===== src/compass_cmd_pkg.sv =====
// Package: constants and carriers for the compass setup command decoder
package compass_cmd_pkg;
   localparam logic [7:0] ADDR_COMPASS = 8'he4;
   localparam logic [7:0] ADDR_INERTIAL = 8'he6;
   localparam logic [7:0] CAT_COMPASS = 8'h34;
   localparam logic [7:0] CAT_INERTIAL = 8'h35;
   localparam logic [7:0] LEN_SHORT = 8'h02;
   localparam logic [7:0] LEN_PARAM = 8'h03;
   localparam logic [7:0] FN_FACTORY = 8'h01;
   localparam logic [7:0] FN_DEV_ENTER = 8'h02;
   localparam logic [7:0] FN_DEV_END = 8'h03;
   localparam logic [7:0] FN_DEV_CANCEL = 8'h04;
   localparam logic [7:0] FN_DEV_STORE = 8'h05;
   localparam logic [7:0] FN_NORTH = 8'h06;
   localparam logic [7:0] FN_ZOFF_START = 8'h07;
   localparam logic [7:0] FN_ZOFF_END = 8'h08;
   localparam logic [7:0] FN_ZOFF_ABORT = 8'h09;
   localparam logic [7:0] FN_MODE = 8'h0a;
   localparam logic [7:0] FN_ZGAIN = 8'h0b;
   localparam logic [7:0] FN_RAW = 8'h0f;
   localparam logic [7:0] FN_INCL = 8'h12;
   localparam logic [1:0] MODE_2D = 2'h1;
   localparam logic [1:0] MODE_3D_TILT = 2'h2;
   localparam logic [1:0] MODE_GYRO = 2'h3;
   localparam logic [15:0] ZGAIN_NEUTRAL = 16'h03e8;
   localparam logic [1:0] MODE_RESET = 2'h2;
   // APB register byte addresses
   localparam logic [7:0] OFS_RXDATA = 8'h00;
   localparam logic [7:0] OFS_STATUS = 8'h04;
   localparam logic [7:0] OFS_ZGAIN = 8'h08;
   localparam logic [7:0] OFS_EVENTS = 8'h0c;
   localparam logic [7:0] OFS_CONTROL = 8'h10;
   // Deviation message period: 250 ms, about four per second
   localparam int DEV_PERIOD_MS = 250;
   localparam int CLK_HZ = 50000000;
   localparam int DEV_PERIOD_CYC = CLK_HZ / 1000 * DEV_PERIOD_MS;
   typedef enum {ST_ADDR, ST_LEN, ST_CAT, ST_FN, ST_PARAM} parse_state_t;
   typedef struct packed {
      logic psel;
      logic penable;
      logic pwrite;
      logic [7:0] paddr;
      logic [31:0] pwdata;
   } apb_req_t;
   typedef struct packed {
      logic factory_restore;
      logic dev_apply;
      logic dev_discard;
      logic factory_overwrite;
      logic north_align;
      logic zoff_store;
      logic zoff_abort;
      logic raw_request;
      logic incl_request;
      logic dev_message;
   } cmd_events_t;
endpackage


===== src/dev_msg_timer.sv =====
// Periodic tick generator for deviation data messages
module dev_msg_timer #(
   parameter int PERIOD = compass_cmd_pkg::DEV_PERIOD_CYC
) (
   // Clock and reset
   input wire logic clk_sys,
   input wire logic rst_b,
   // Control
   input wire logic run,
   output logic tick
);
   // Refused at elaboration: a shorter period cannot count a full cycle
   if (PERIOD < 2) begin : gen_period_check
      $error("PERIOD too small");
   end
   typedef struct packed {
      logic [31:0] count;
      logic tick;
   } timer_state_t;
   timer_state_t state_reg;
   timer_state_t state_next;
   always_comb begin
      state_next = state_reg;
      state_next.tick = 1'b0;
      if (!run) begin
         // Restart so the first message comes one full period after entry
         state_next.count = 32'h0;
      end else if (state_reg.count == 32'(PERIOD - 1)) begin
         state_next.count = 32'h0;
         state_next.tick = 1'b1;
      end else begin
         state_next.count = state_reg.count + 32'h1;
      end
   end
   always_ff @(posedge clk_sys or negedge rst_b) begin
      if (!rst_b) begin
         state_reg <= '0;
      end else begin
         state_reg <= state_next;
      end
   end
   assign tick = state_reg.tick;
endmodule


===== src/compass_setup_command_decoder.sv =====
// Compass setup command decoder with APB register access
// Contract
// - Compass command: compass address, length, category 52, function byte in order.
// - Length 2 for no parameter, length 3 with one parameter byte.
// - Inertial category 53 function 18 requests magnetic inclination transmission.
// - Function 1 restores factory compensation, discarding user deviation.
// - Function 2 enters deviation mode; deviation messages about four per second.
// - Function 3 leaves deviation mode and applies processed result.
// - Function 4 leaves deviation mode, discards data, keeps compensation.
// - Function 5 ends deviation mode, applies result, overwrites factory default.
// - Function 6 aligns north so heading reads zero, small correction.
// - Function 7 starts Z axis offset measurement session.
// - Function 8 ends Z offset session, computes and stores offset.
// - Function 9 aborts Z offset session, no setup change.
// - Function 10 mode byte: 1 two axis, 2 tilt, 3 gyro slaved.
// - Function 11 adds signed byte to Z gain, neutral 1000.
// - Function 15 requests raw data of three magnetometers.
// - Inertial commands: inertial address, length, category 53, function.
module compass_setup_command_decoder #(
   // Deviation message period in clock cycles
   parameter int DEV_PERIOD = compass_cmd_pkg::DEV_PERIOD_CYC
) (
   // Clock and reset
   input wire logic clk_sys,
   input wire logic rst_b,
   // APB slave
   input wire logic psel,
   input wire logic penable,
   input wire logic pwrite,
   input wire logic [7:0] paddr,
   input wire logic [31:0] pwdata,
   output logic [31:0] prdata,
   output logic pready,
   output logic pslverr,
   // Command byte stream
   input wire logic rx_valid,
   input wire logic [7:0] rx_byte,
   // Decoded actions
   output compass_cmd_pkg::cmd_events_t events,
   output logic dev_mode,
   output logic zoff_mode,
   output logic [1:0] compass_mode,
   output logic [15:0] zgain
);
   typedef struct packed {
      compass_cmd_pkg::parse_state_t ps;
      logic is_inertial;
      logic [7:0] len;
      logic [7:0] fn;
      logic dev_mode;
      logic zoff_mode;
      logic [1:0] mode;
      logic [15:0] zgain;
      compass_cmd_pkg::cmd_events_t ev;
      logic [9:0] ev_sticky;
      logic [31:0] prdata;
      logic [7:0] bad_count;
   } dec_state_t;
   dec_state_t state_reg;
   dec_state_t state_next;
   logic dev_tick;
   logic apb_wr;
   logic apb_rd;
   logic sw_valid;
   logic [7:0] sw_byte;
   logic byte_valid;
   logic [7:0] byte_in;
   logic fn_done;
   logic [7:0] fn_now;
   logic [7:0] param_now;
   logic cmd_ok;

   function automatic logic needs_param(input logic [7:0] fn);
      return (fn == compass_cmd_pkg::FN_MODE) || (fn == compass_cmd_pkg::FN_ZGAIN) ||
             (fn == compass_cmd_pkg::FN_RAW);
   endfunction

   // Timer needs at least two cycles per period
   if (DEV_PERIOD < 2) begin : gen_period_check
      $error("DEV_PERIOD too small");
   end

   dev_msg_timer #(
      .PERIOD(DEV_PERIOD)
   ) u_timer (
      .clk_sys(clk_sys),
      .rst_b(rst_b),
      .run(state_reg.dev_mode),
      .tick(dev_tick)
   );

   // APB: zero wait states
   assign pready = 1'b1;
   assign apb_wr = psel && penable && pwrite;
   assign apb_rd = psel && !penable && !pwrite;
   assign pslverr = psel && penable && !(paddr == compass_cmd_pkg::OFS_RXDATA ||
      paddr == compass_cmd_pkg::OFS_STATUS || paddr == compass_cmd_pkg::OFS_ZGAIN ||
      paddr == compass_cmd_pkg::OFS_EVENTS || paddr == compass_cmd_pkg::OFS_CONTROL);
   assign sw_valid = apb_wr && paddr == compass_cmd_pkg::OFS_RXDATA;
   assign sw_byte = pwdata[7:0];
   // Serial link has priority; a software byte in the same cycle is dropped
   assign byte_valid = rx_valid || sw_valid;
   assign byte_in = rx_valid ? rx_byte : sw_byte;

   always_comb begin
      state_next = state_reg;
      state_next.ev = '0;
      fn_done = 1'b0;
      fn_now = state_reg.fn;
      param_now = 8'h00;
      cmd_ok = 1'b0;
      if (byte_valid) begin
         unique case (state_reg.ps)
            compass_cmd_pkg::ST_ADDR: begin
               if (byte_in == compass_cmd_pkg::ADDR_COMPASS) begin
                  state_next.ps = compass_cmd_pkg::ST_LEN;
                  state_next.is_inertial = 1'b0;
               end else if (byte_in == compass_cmd_pkg::ADDR_INERTIAL) begin
                  state_next.ps = compass_cmd_pkg::ST_LEN;
                  state_next.is_inertial = 1'b1;
               end
            end
            compass_cmd_pkg::ST_LEN: begin
               state_next.len = byte_in;
               state_next.ps = compass_cmd_pkg::ST_CAT;
            end
            compass_cmd_pkg::ST_CAT: begin
               // Wrong category resyncs on the next address byte
               if ((!state_reg.is_inertial && byte_in == compass_cmd_pkg::CAT_COMPASS) ||
                   (state_reg.is_inertial && byte_in == compass_cmd_pkg::CAT_INERTIAL)) begin
                  state_next.ps = compass_cmd_pkg::ST_FN;
               end else begin
                  state_next.ps = compass_cmd_pkg::ST_ADDR;
                  state_next.bad_count = state_reg.bad_count + 8'h01;
               end
            end
            compass_cmd_pkg::ST_FN: begin
               state_next.fn = byte_in;
               fn_now = byte_in;
               if (!state_reg.is_inertial && needs_param(byte_in)) begin
                  state_next.ps = compass_cmd_pkg::ST_PARAM;
               end else begin
                  state_next.ps = compass_cmd_pkg::ST_ADDR;
                  fn_done = 1'b1;
               end
            end
            compass_cmd_pkg::ST_PARAM: begin
               param_now = byte_in;
               fn_done = 1'b1;
               state_next.ps = compass_cmd_pkg::ST_ADDR;
            end
         endcase
      end
      if (fn_done) begin
         // Length must match parameter count
         cmd_ok = state_reg.len == ((!state_reg.is_inertial && needs_param(fn_now)) ?
                  compass_cmd_pkg::LEN_PARAM : compass_cmd_pkg::LEN_SHORT);
         if (!cmd_ok) begin
            state_next.bad_count = state_reg.bad_count + 8'h01;
         end
      end
      if (cmd_ok && state_reg.is_inertial) begin
         if (fn_now == compass_cmd_pkg::FN_INCL) begin
            state_next.ev.incl_request = 1'b1;
         end
      end else if (cmd_ok) begin
         unique case (fn_now)
            compass_cmd_pkg::FN_FACTORY: begin
               state_next.ev.factory_restore = 1'b1;
               state_next.dev_mode = 1'b0;
            end
            compass_cmd_pkg::FN_DEV_ENTER: state_next.dev_mode = 1'b1;
            compass_cmd_pkg::FN_DEV_END: begin
               if (state_reg.dev_mode) begin
                  state_next.dev_mode = 1'b0;
                  state_next.ev.dev_apply = 1'b1;
               end
            end
            compass_cmd_pkg::FN_DEV_CANCEL: begin
               if (state_reg.dev_mode) begin
                  state_next.dev_mode = 1'b0;
                  state_next.ev.dev_discard = 1'b1;
               end
            end
            compass_cmd_pkg::FN_DEV_STORE: begin
               if (state_reg.dev_mode) begin
                  state_next.dev_mode = 1'b0;
                  state_next.ev.dev_apply = 1'b1;
                  state_next.ev.factory_overwrite = 1'b1;
               end
            end
            compass_cmd_pkg::FN_NORTH: state_next.ev.north_align = 1'b1;
            compass_cmd_pkg::FN_ZOFF_START: state_next.zoff_mode = 1'b1;
            compass_cmd_pkg::FN_ZOFF_END: begin
               if (state_reg.zoff_mode) begin
                  state_next.zoff_mode = 1'b0;
                  state_next.ev.zoff_store = 1'b1;
               end
            end
            compass_cmd_pkg::FN_ZOFF_ABORT: begin
               if (state_reg.zoff_mode) begin
                  state_next.zoff_mode = 1'b0;
                  state_next.ev.zoff_abort = 1'b1;
               end
            end
            compass_cmd_pkg::FN_MODE: begin
               // Mode 0 and values above 3 are ignored
               if (param_now >= 8'h01 && param_now <= 8'h03) begin
                  state_next.mode = param_now[1:0];
               end
            end
            compass_cmd_pkg::FN_ZGAIN: begin
               state_next.zgain = state_reg.zgain + {{8{param_now[7]}}, param_now};
            end
            compass_cmd_pkg::FN_RAW: state_next.ev.raw_request = 1'b1;
            default: begin
            end
         endcase
      end
      state_next.ev.dev_message = dev_tick && state_reg.dev_mode;
      // Sticky event log: set wins over software clear
      if (apb_wr && paddr == compass_cmd_pkg::OFS_EVENTS) begin
         state_next.ev_sticky = state_reg.ev_sticky & ~pwdata[9:0];
      end
      state_next.ev_sticky = state_next.ev_sticky | state_next.ev;
      if (apb_wr && paddr == compass_cmd_pkg::OFS_ZGAIN) begin
         state_next.zgain = pwdata[15:0];
      end
      if (apb_wr && paddr == compass_cmd_pkg::OFS_CONTROL && pwdata[0]) begin
         state_next.ps = compass_cmd_pkg::ST_ADDR;
         state_next.bad_count = 8'h00;
      end
      if (apb_rd) begin
         unique case (paddr)
            compass_cmd_pkg::OFS_STATUS: state_next.prdata = {16'h0, state_reg.bad_count, 4'h0,
               state_reg.mode, state_reg.zoff_mode, state_reg.dev_mode};
            compass_cmd_pkg::OFS_ZGAIN: state_next.prdata = {16'h0, state_reg.zgain};
            compass_cmd_pkg::OFS_EVENTS: state_next.prdata = {22'h0, state_reg.ev_sticky};
            default: state_next.prdata = 32'h0;
         endcase
      end
   end

   always_ff @(posedge clk_sys or negedge rst_b) begin
      if (!rst_b) begin
         state_reg <= '{ps: compass_cmd_pkg::ST_ADDR, is_inertial: 1'b0, len: 8'h00, fn: 8'h00,
            dev_mode: 1'b0, zoff_mode: 1'b0, mode: compass_cmd_pkg::MODE_RESET,
            zgain: compass_cmd_pkg::ZGAIN_NEUTRAL, ev: '0, ev_sticky: 10'h0,
            prdata: 32'h0, bad_count: 8'h00};
      end else begin
         state_reg <= state_next;
      end
   end

   assign prdata = state_reg.prdata;
   assign events = state_reg.ev;
   assign dev_mode = state_reg.dev_mode;
   assign zoff_mode = state_reg.zoff_mode;
   assign compass_mode = state_reg.mode;
   assign zgain = state_reg.zgain;

   chk_dev_end_clears: assert property (@(posedge clk_sys) disable iff (!rst_b)
      events.dev_apply |-> !dev_mode && $past(dev_mode)) else $error("apply without session");
   chk_dev_cancel_idle: assert property (@(posedge clk_sys) disable iff (!rst_b)
      events.dev_discard |-> !dev_mode && !events.dev_apply) else $error("bad cancel");
   chk_store_pairs: assert property (@(posedge clk_sys) disable iff (!rst_b)
      events.factory_overwrite |-> events.dev_apply) else $error("overwrite without apply");
   chk_zoff_store_sess: assert property (@(posedge clk_sys) disable iff (!rst_b)
      events.zoff_store |-> $past(zoff_mode) && !zoff_mode) else $error("zoff store idle");
   chk_zoff_abort_sess: assert property (@(posedge clk_sys) disable iff (!rst_b)
      events.zoff_abort |-> $past(zoff_mode) && !zoff_mode) else $error("zoff abort idle");
   chk_mode_legal: assert property (@(posedge clk_sys) disable iff (!rst_b)
      compass_mode != 2'h0) else $error("illegal compass mode");
   chk_dev_msg_mode: assert property (@(posedge clk_sys) disable iff (!rst_b)
      events.dev_message |-> $past(dev_mode)) else $error("dev message outside mode");
   chk_gain_step: assert property (@(posedge clk_sys) disable iff (!rst_b)
      !$past(apb_wr && paddr == compass_cmd_pkg::OFS_ZGAIN) && zgain != $past(zgain) |->
      $past(fn_done && cmd_ok && !state_reg.is_inertial && fn_now == compass_cmd_pkg::FN_ZGAIN))
      else $error("gain changed without command");
   chk_incl_inertial: assert property (@(posedge clk_sys) disable iff (!rst_b)
      events.incl_request |-> $past(state_reg.is_inertial)) else $error("incl from compass");
   chk_factory_ends_dev: assert property (@(posedge clk_sys) disable iff (!rst_b)
      events.factory_restore |-> !dev_mode)
      else $error("factory restore left session open");
   chk_dev_enter: assert property (@(posedge clk_sys) disable iff (!rst_b)
      $past(fn_done && cmd_ok && !state_reg.is_inertial && fn_now == compass_cmd_pkg::FN_DEV_ENTER)
      |-> dev_mode)
      else $error("deviation session not entered");
   chk_zoff_start: assert property (@(posedge clk_sys) disable iff (!rst_b)
      $past(fn_done && cmd_ok && !state_reg.is_inertial && fn_now == compass_cmd_pkg::FN_ZOFF_START)
      |-> zoff_mode)
      else $error("zoff session not entered");
   chk_bad_len_quiet: assert property (@(posedge clk_sys) disable iff (!rst_b)
      $past(fn_done && !cmd_ok) |-> events[9:1] == 9'h0)
      else $error("event from bad length");
   chk_raw_after_param: assert property (@(posedge clk_sys) disable iff (!rst_b)
      events.raw_request |-> $past(state_reg.ps == compass_cmd_pkg::ST_PARAM))
      else $error("raw request before parameter");
   chk_mode_via_cmd: assert property (@(posedge clk_sys) disable iff (!rst_b)
      compass_mode != $past(compass_mode) |->
      $past(fn_done && cmd_ok && !state_reg.is_inertial && fn_now == compass_cmd_pkg::FN_MODE))
      else $error("mode changed without command");
   // Only a running session may produce an apply
   chk_idle_end_quiet: assert property (@(posedge clk_sys) disable iff (!rst_b)
      $past(fn_done && cmd_ok && !state_reg.is_inertial && !state_reg.dev_mode &&
      (fn_now == compass_cmd_pkg::FN_DEV_END || fn_now == compass_cmd_pkg::FN_DEV_STORE))
      |-> !events.dev_apply)
      else $error("apply from idle end");
   cov_dev_session: cover property (@(posedge clk_sys) disable iff (!rst_b) events.dev_apply);
   cov_zoff_session: cover property (@(posedge clk_sys) disable iff (!rst_b) events.zoff_store);
   cov_gain_trim: cover property (@(posedge clk_sys) disable iff (!rst_b) zgain != $past(zgain));
   cov_incl: cover property (@(posedge clk_sys) disable iff (!rst_b) events.incl_request);
   cov_dev_message: cover property (@(posedge clk_sys) disable iff (!rst_b) events.dev_message);
endmodule


===== config.mk =====
export PLATFORM = sky130hd
export DESIGN_NAME = compass_setup_command_decoder
export DESIGN_NICKNAME = d
export VERILOG_FILES = /design/src/compass_cmd_pkg.sv /design/src/dev_msg_timer.sv /design/src/compass_setup_command_decoder.sv
export SDC_FILE = /design/constraint.sdc
export NUM_CORES = 1
export LEC_CHECK = 0
export ABC_AREA = 1
export BUFFER_PORTS_ARGS = -buffer_cell sky130_fd_sc_hd__buf_4
export CORE_MARGIN = 2
export CORE_UTILIZATION = 45
export DETAILED_ROUTE_END_ITERATION = 10
export HOLD_SLACK_MARGIN = 0.05
export PLACE_DENSITY = 0.76
export SLEW_MARGIN = 25
export SYNTH_ARGS = -nofsm -noshare
export SYNTH_HDL_FRONTEND = slang
export SYNTH_SLANG_ARGS = --single-unit

===== constraint.sdc =====
create_clock -name clk_sys -period 2.8 [get_ports clk_sys]
set_input_delay 0.14 -clock clk_sys [delete_from_list [all_inputs] [get_ports clk_sys]]
set_output_delay 0.14 -clock clk_sys [all_outputs]
set_load 0.02 [all_outputs]

==> results.md <==
- Outcome: finished, final reports clean
- Pwr dens: about 600 mW/mm2
- First-pass detailed-route iteration total: 6
- Critical Path Fanout Max: 5
- Worst hold stages: 5
- Later-pin clock latency in the skew report: 420 ps
- Die area: 0.01747 mm2
- R2R cell count: 16
- Chip width: between 100 and 150 um
- Sequential Power Share: around 38%
- Flops & latches, synth: between 100 and 150
- Row cnt: 46
- Die height: 132.2 um
- Synth top area share: between 30% and 40%
- Data required time of the worst path: 3100 ps
- DR vias: 7166
- GRT Residual Overflow: 0
- Asr flop ratio synth: 100.0%
- Mapped Area: 0.007393 mm2
- Dpl hpwl: 14770 um
- TritonCTS Sinks: 117
- First-pass GRT wire length: 33120 um
- Clock root buffer: clkbuf_16
- ANT nets after route: 0
- Netlist cell types: 47
- Initial antenna violation count: 0
- Finished Core Util: between 50% and 60%
- Setup_tns: 0 ps
- Mapped Cells: just under 1000
- Crit path launch type: flop
- Clock network power share: about two fifths
- Worst Setup Path Type: reg -> reg
- Fmax: ~0.36 GHz
- Filler cell count: 1410
- Area Growth Syn to Fin: 26.99%
- Vias/cell: 5.454
- First DRT Iteration DRCs: 716
- Worst Clk Skew: ~7.7 ps
- Sequential Area: 0.002938 mm2
- Psw: 0.001737 W
- TritonCTS Buffers: 17
- Non-filler cells in the finished layout: between 1000 and 1500
- Final setup fails: 0
- Max reg flops: 38
- Core Area: 0.01600 mm2
- Nets: roughly 1200
- Max-slew headroom: 36.43%
- Clock slew at reported path FFs: ~60 ps
- RSZ-0062 raised after global routing: true
- Layout cells sized above 1: 25.23%
- WL final: 21260 um
- Area of the multi-input gates: 0.003764 mm2
- Final hold violation count: 0
- Switching fraction of total power: a little over 30%
- Yosys warning total: 0
- Mean Syn Cell Area: 7.606 um2
- Clock H-tree levels: 4
- Ys flop type: dfrtp_1
- Sequential share of the synthesized area: 39.72%
- Slew Viols, Final: 0
- # diodes: 0
- LEAKAGE: 4.663 nW
- Final instance area: between 0.009 and 0.01 mm2
- DRC viols: 0
- Io pins: 118
- Tcrit/Tclk final: a little over nine tenths
- Pin count of the biggest net entering global routing: 55
- Initial core utilization: 46.21%
- Critical Path End Type: flop
- Post-DP Area: 0.008197 mm2
- VDD IR-drop max: 0.4537 mV
- Worst hold path type: in -> reg
- Area contributors post-synth: dfrtp_1, nand2_1, buf_4
- Dominant cell by count in the synthesized netlist: nand2_1
- Vias in the first global route: 6806
- Max_cap viols: 0
- I/O Buffers: 84
- Critical Path AT: slightly above 3000 ps
- Commonest cells in the netlist: nand2_1, inv_1, dfrtp_1, nor2_1, nand3_1
- Routed wire per std cell: 16.18 um
- Pint: between 0.003 and 0.004 W
- Post-synth top area cell: dfrtp_1
- Routability cong.: 0.9603
- Inst Count DP: 1254
- GRT Total Usage: 23.58%
- CTS max path bufs: 2
- Number of enable flip-flop cells after synthesis: 0
- Least-Margin Pin Slew: 952.5 ps
- Comb pwr share: 21.3%
- CTS tree: built
- Fin crit period: 2771 ps
[final timing paths]
kind,to,slack (ps),start
worst max-delay path,zgain[15],30,state_reg[98]
worst min-delay path,state_reg[92],240,rx_byte[4]
worst max register to register,zgain[15],30,state_reg[98]
worst min register to register,compass_mode[1],490,compass_mode[1]
max in group asynchronous,u_timer.state_reg[32],1740,rst_b
min in group asynchronous,events[1],330,rst_b
[what timing repair did]
action / 4_1_cts / 5_1_grt
pin swaps: 0 / 34
buffers inserted: 0 / 10
gates cloned: 0 / 1
hold endpoints to repair: 64 / 0
hold buffers: 17 / 0
endpoints found under the setup margin: 6 / 46
resized for setup: 3 / 67
[final cells by class]
type | instances | area share [%]
clock buffer | 21 | 5.117
inverter | 129 | 5.157
multi-input combinational | 659 | 40.09
timing repair buffer | 161 | 13.89
tap | 216 | 2.878
clock inverter | 11 | 1.586
sequential | 117 | 31.29
[metrics by stage]
stage / worst slack [ps] / hold slack, ps / total power, W
2_1_floorplan: 2.266 / -155.6 / 0.002917
6_report: 28.72 / 242.5 / 0.005597
3_3_place_gp: -48.95 / 236.5 / 0.003193
4_1_cts: 2.372 / 226.1 / 0.005553
3_5_place_dp: -112.0 / 239.9 / 0.003240
5_1_grt: -136.8 / 290.8 / 0.005876
[layout by cell type (no fill, tap or decap), drive strengths merged, types with 10 or more instances in the layout]
cell / count
o21ai: 67
nand4: 32
nand3: 80
clkbuf: 21
dlygate4sd3: 17
a21oi: 39
ha: 17
xor2: 15
dfrtp: 110
nor4: 13
mux2: 10
nand2: 194
nor3: 27
inv: 127
nor2: 99
conb: 17
buf: 144
[per-layer routing]
| metal | vias to the layer above | GRT usage, % | part of all wire [%] | wire length, um |
|---|---|---|---|---|
| met5 | - | 0 | 0 | 0 |
| met4 | 0 | 10.10 | 3.5 | 746 |
| met3 | 70 | 5.459 | 8.0 | 1690 |
| met2 | 336 | 38.43 | 48 | 10240 |
| met1 | 3379 | 30.17 | 40 | 8574 |
| li1 | 3381 | - | - | - |
[power groups by stage]
stage               registers [W]  clock network [W]  logic (W)
CTS                       0.00210            0.00231    0.00115
global placement          0.00211                  0    0.00108
global route              0.00213            0.00239    0.00135
detailed placement        0.00212                  0    0.00112
floorplan                 0.00209                  0   0.000831
finish                    0.00211            0.00229    0.00119
[cell families (layout without fill, tap and decap cells)]
family                     Yosys count  in the layout  synth area share, %
AOI/OAI and AO/OA                  135            135                10.41
xor gates and xnor gates            22             22                2.606
adders and majority gates           18             18                3.148
buffers and inverters              211            322                14.18
DFF                                117            117                39.72
muxes                               10             10                1.523
other                                2             17               0.1016
and+or+nand+nor                    457            457                28.31
[critical path, stage by stage, from the launching register on]
cell      delay, ps
dfrtp_1         380
nor3_2          220
inv_1            80
nor2_2          130
inv_2           110
buf_4           170
nor2_4          180
buf_8           170
ha_4            210
a21oi_2         140
buf_4           130
inv_1            60
a21oi_2         130
o211ai_1        170
xor2_1          190
nand4_1          80
nand3_1          90
(Power assumes the default switching activity.)
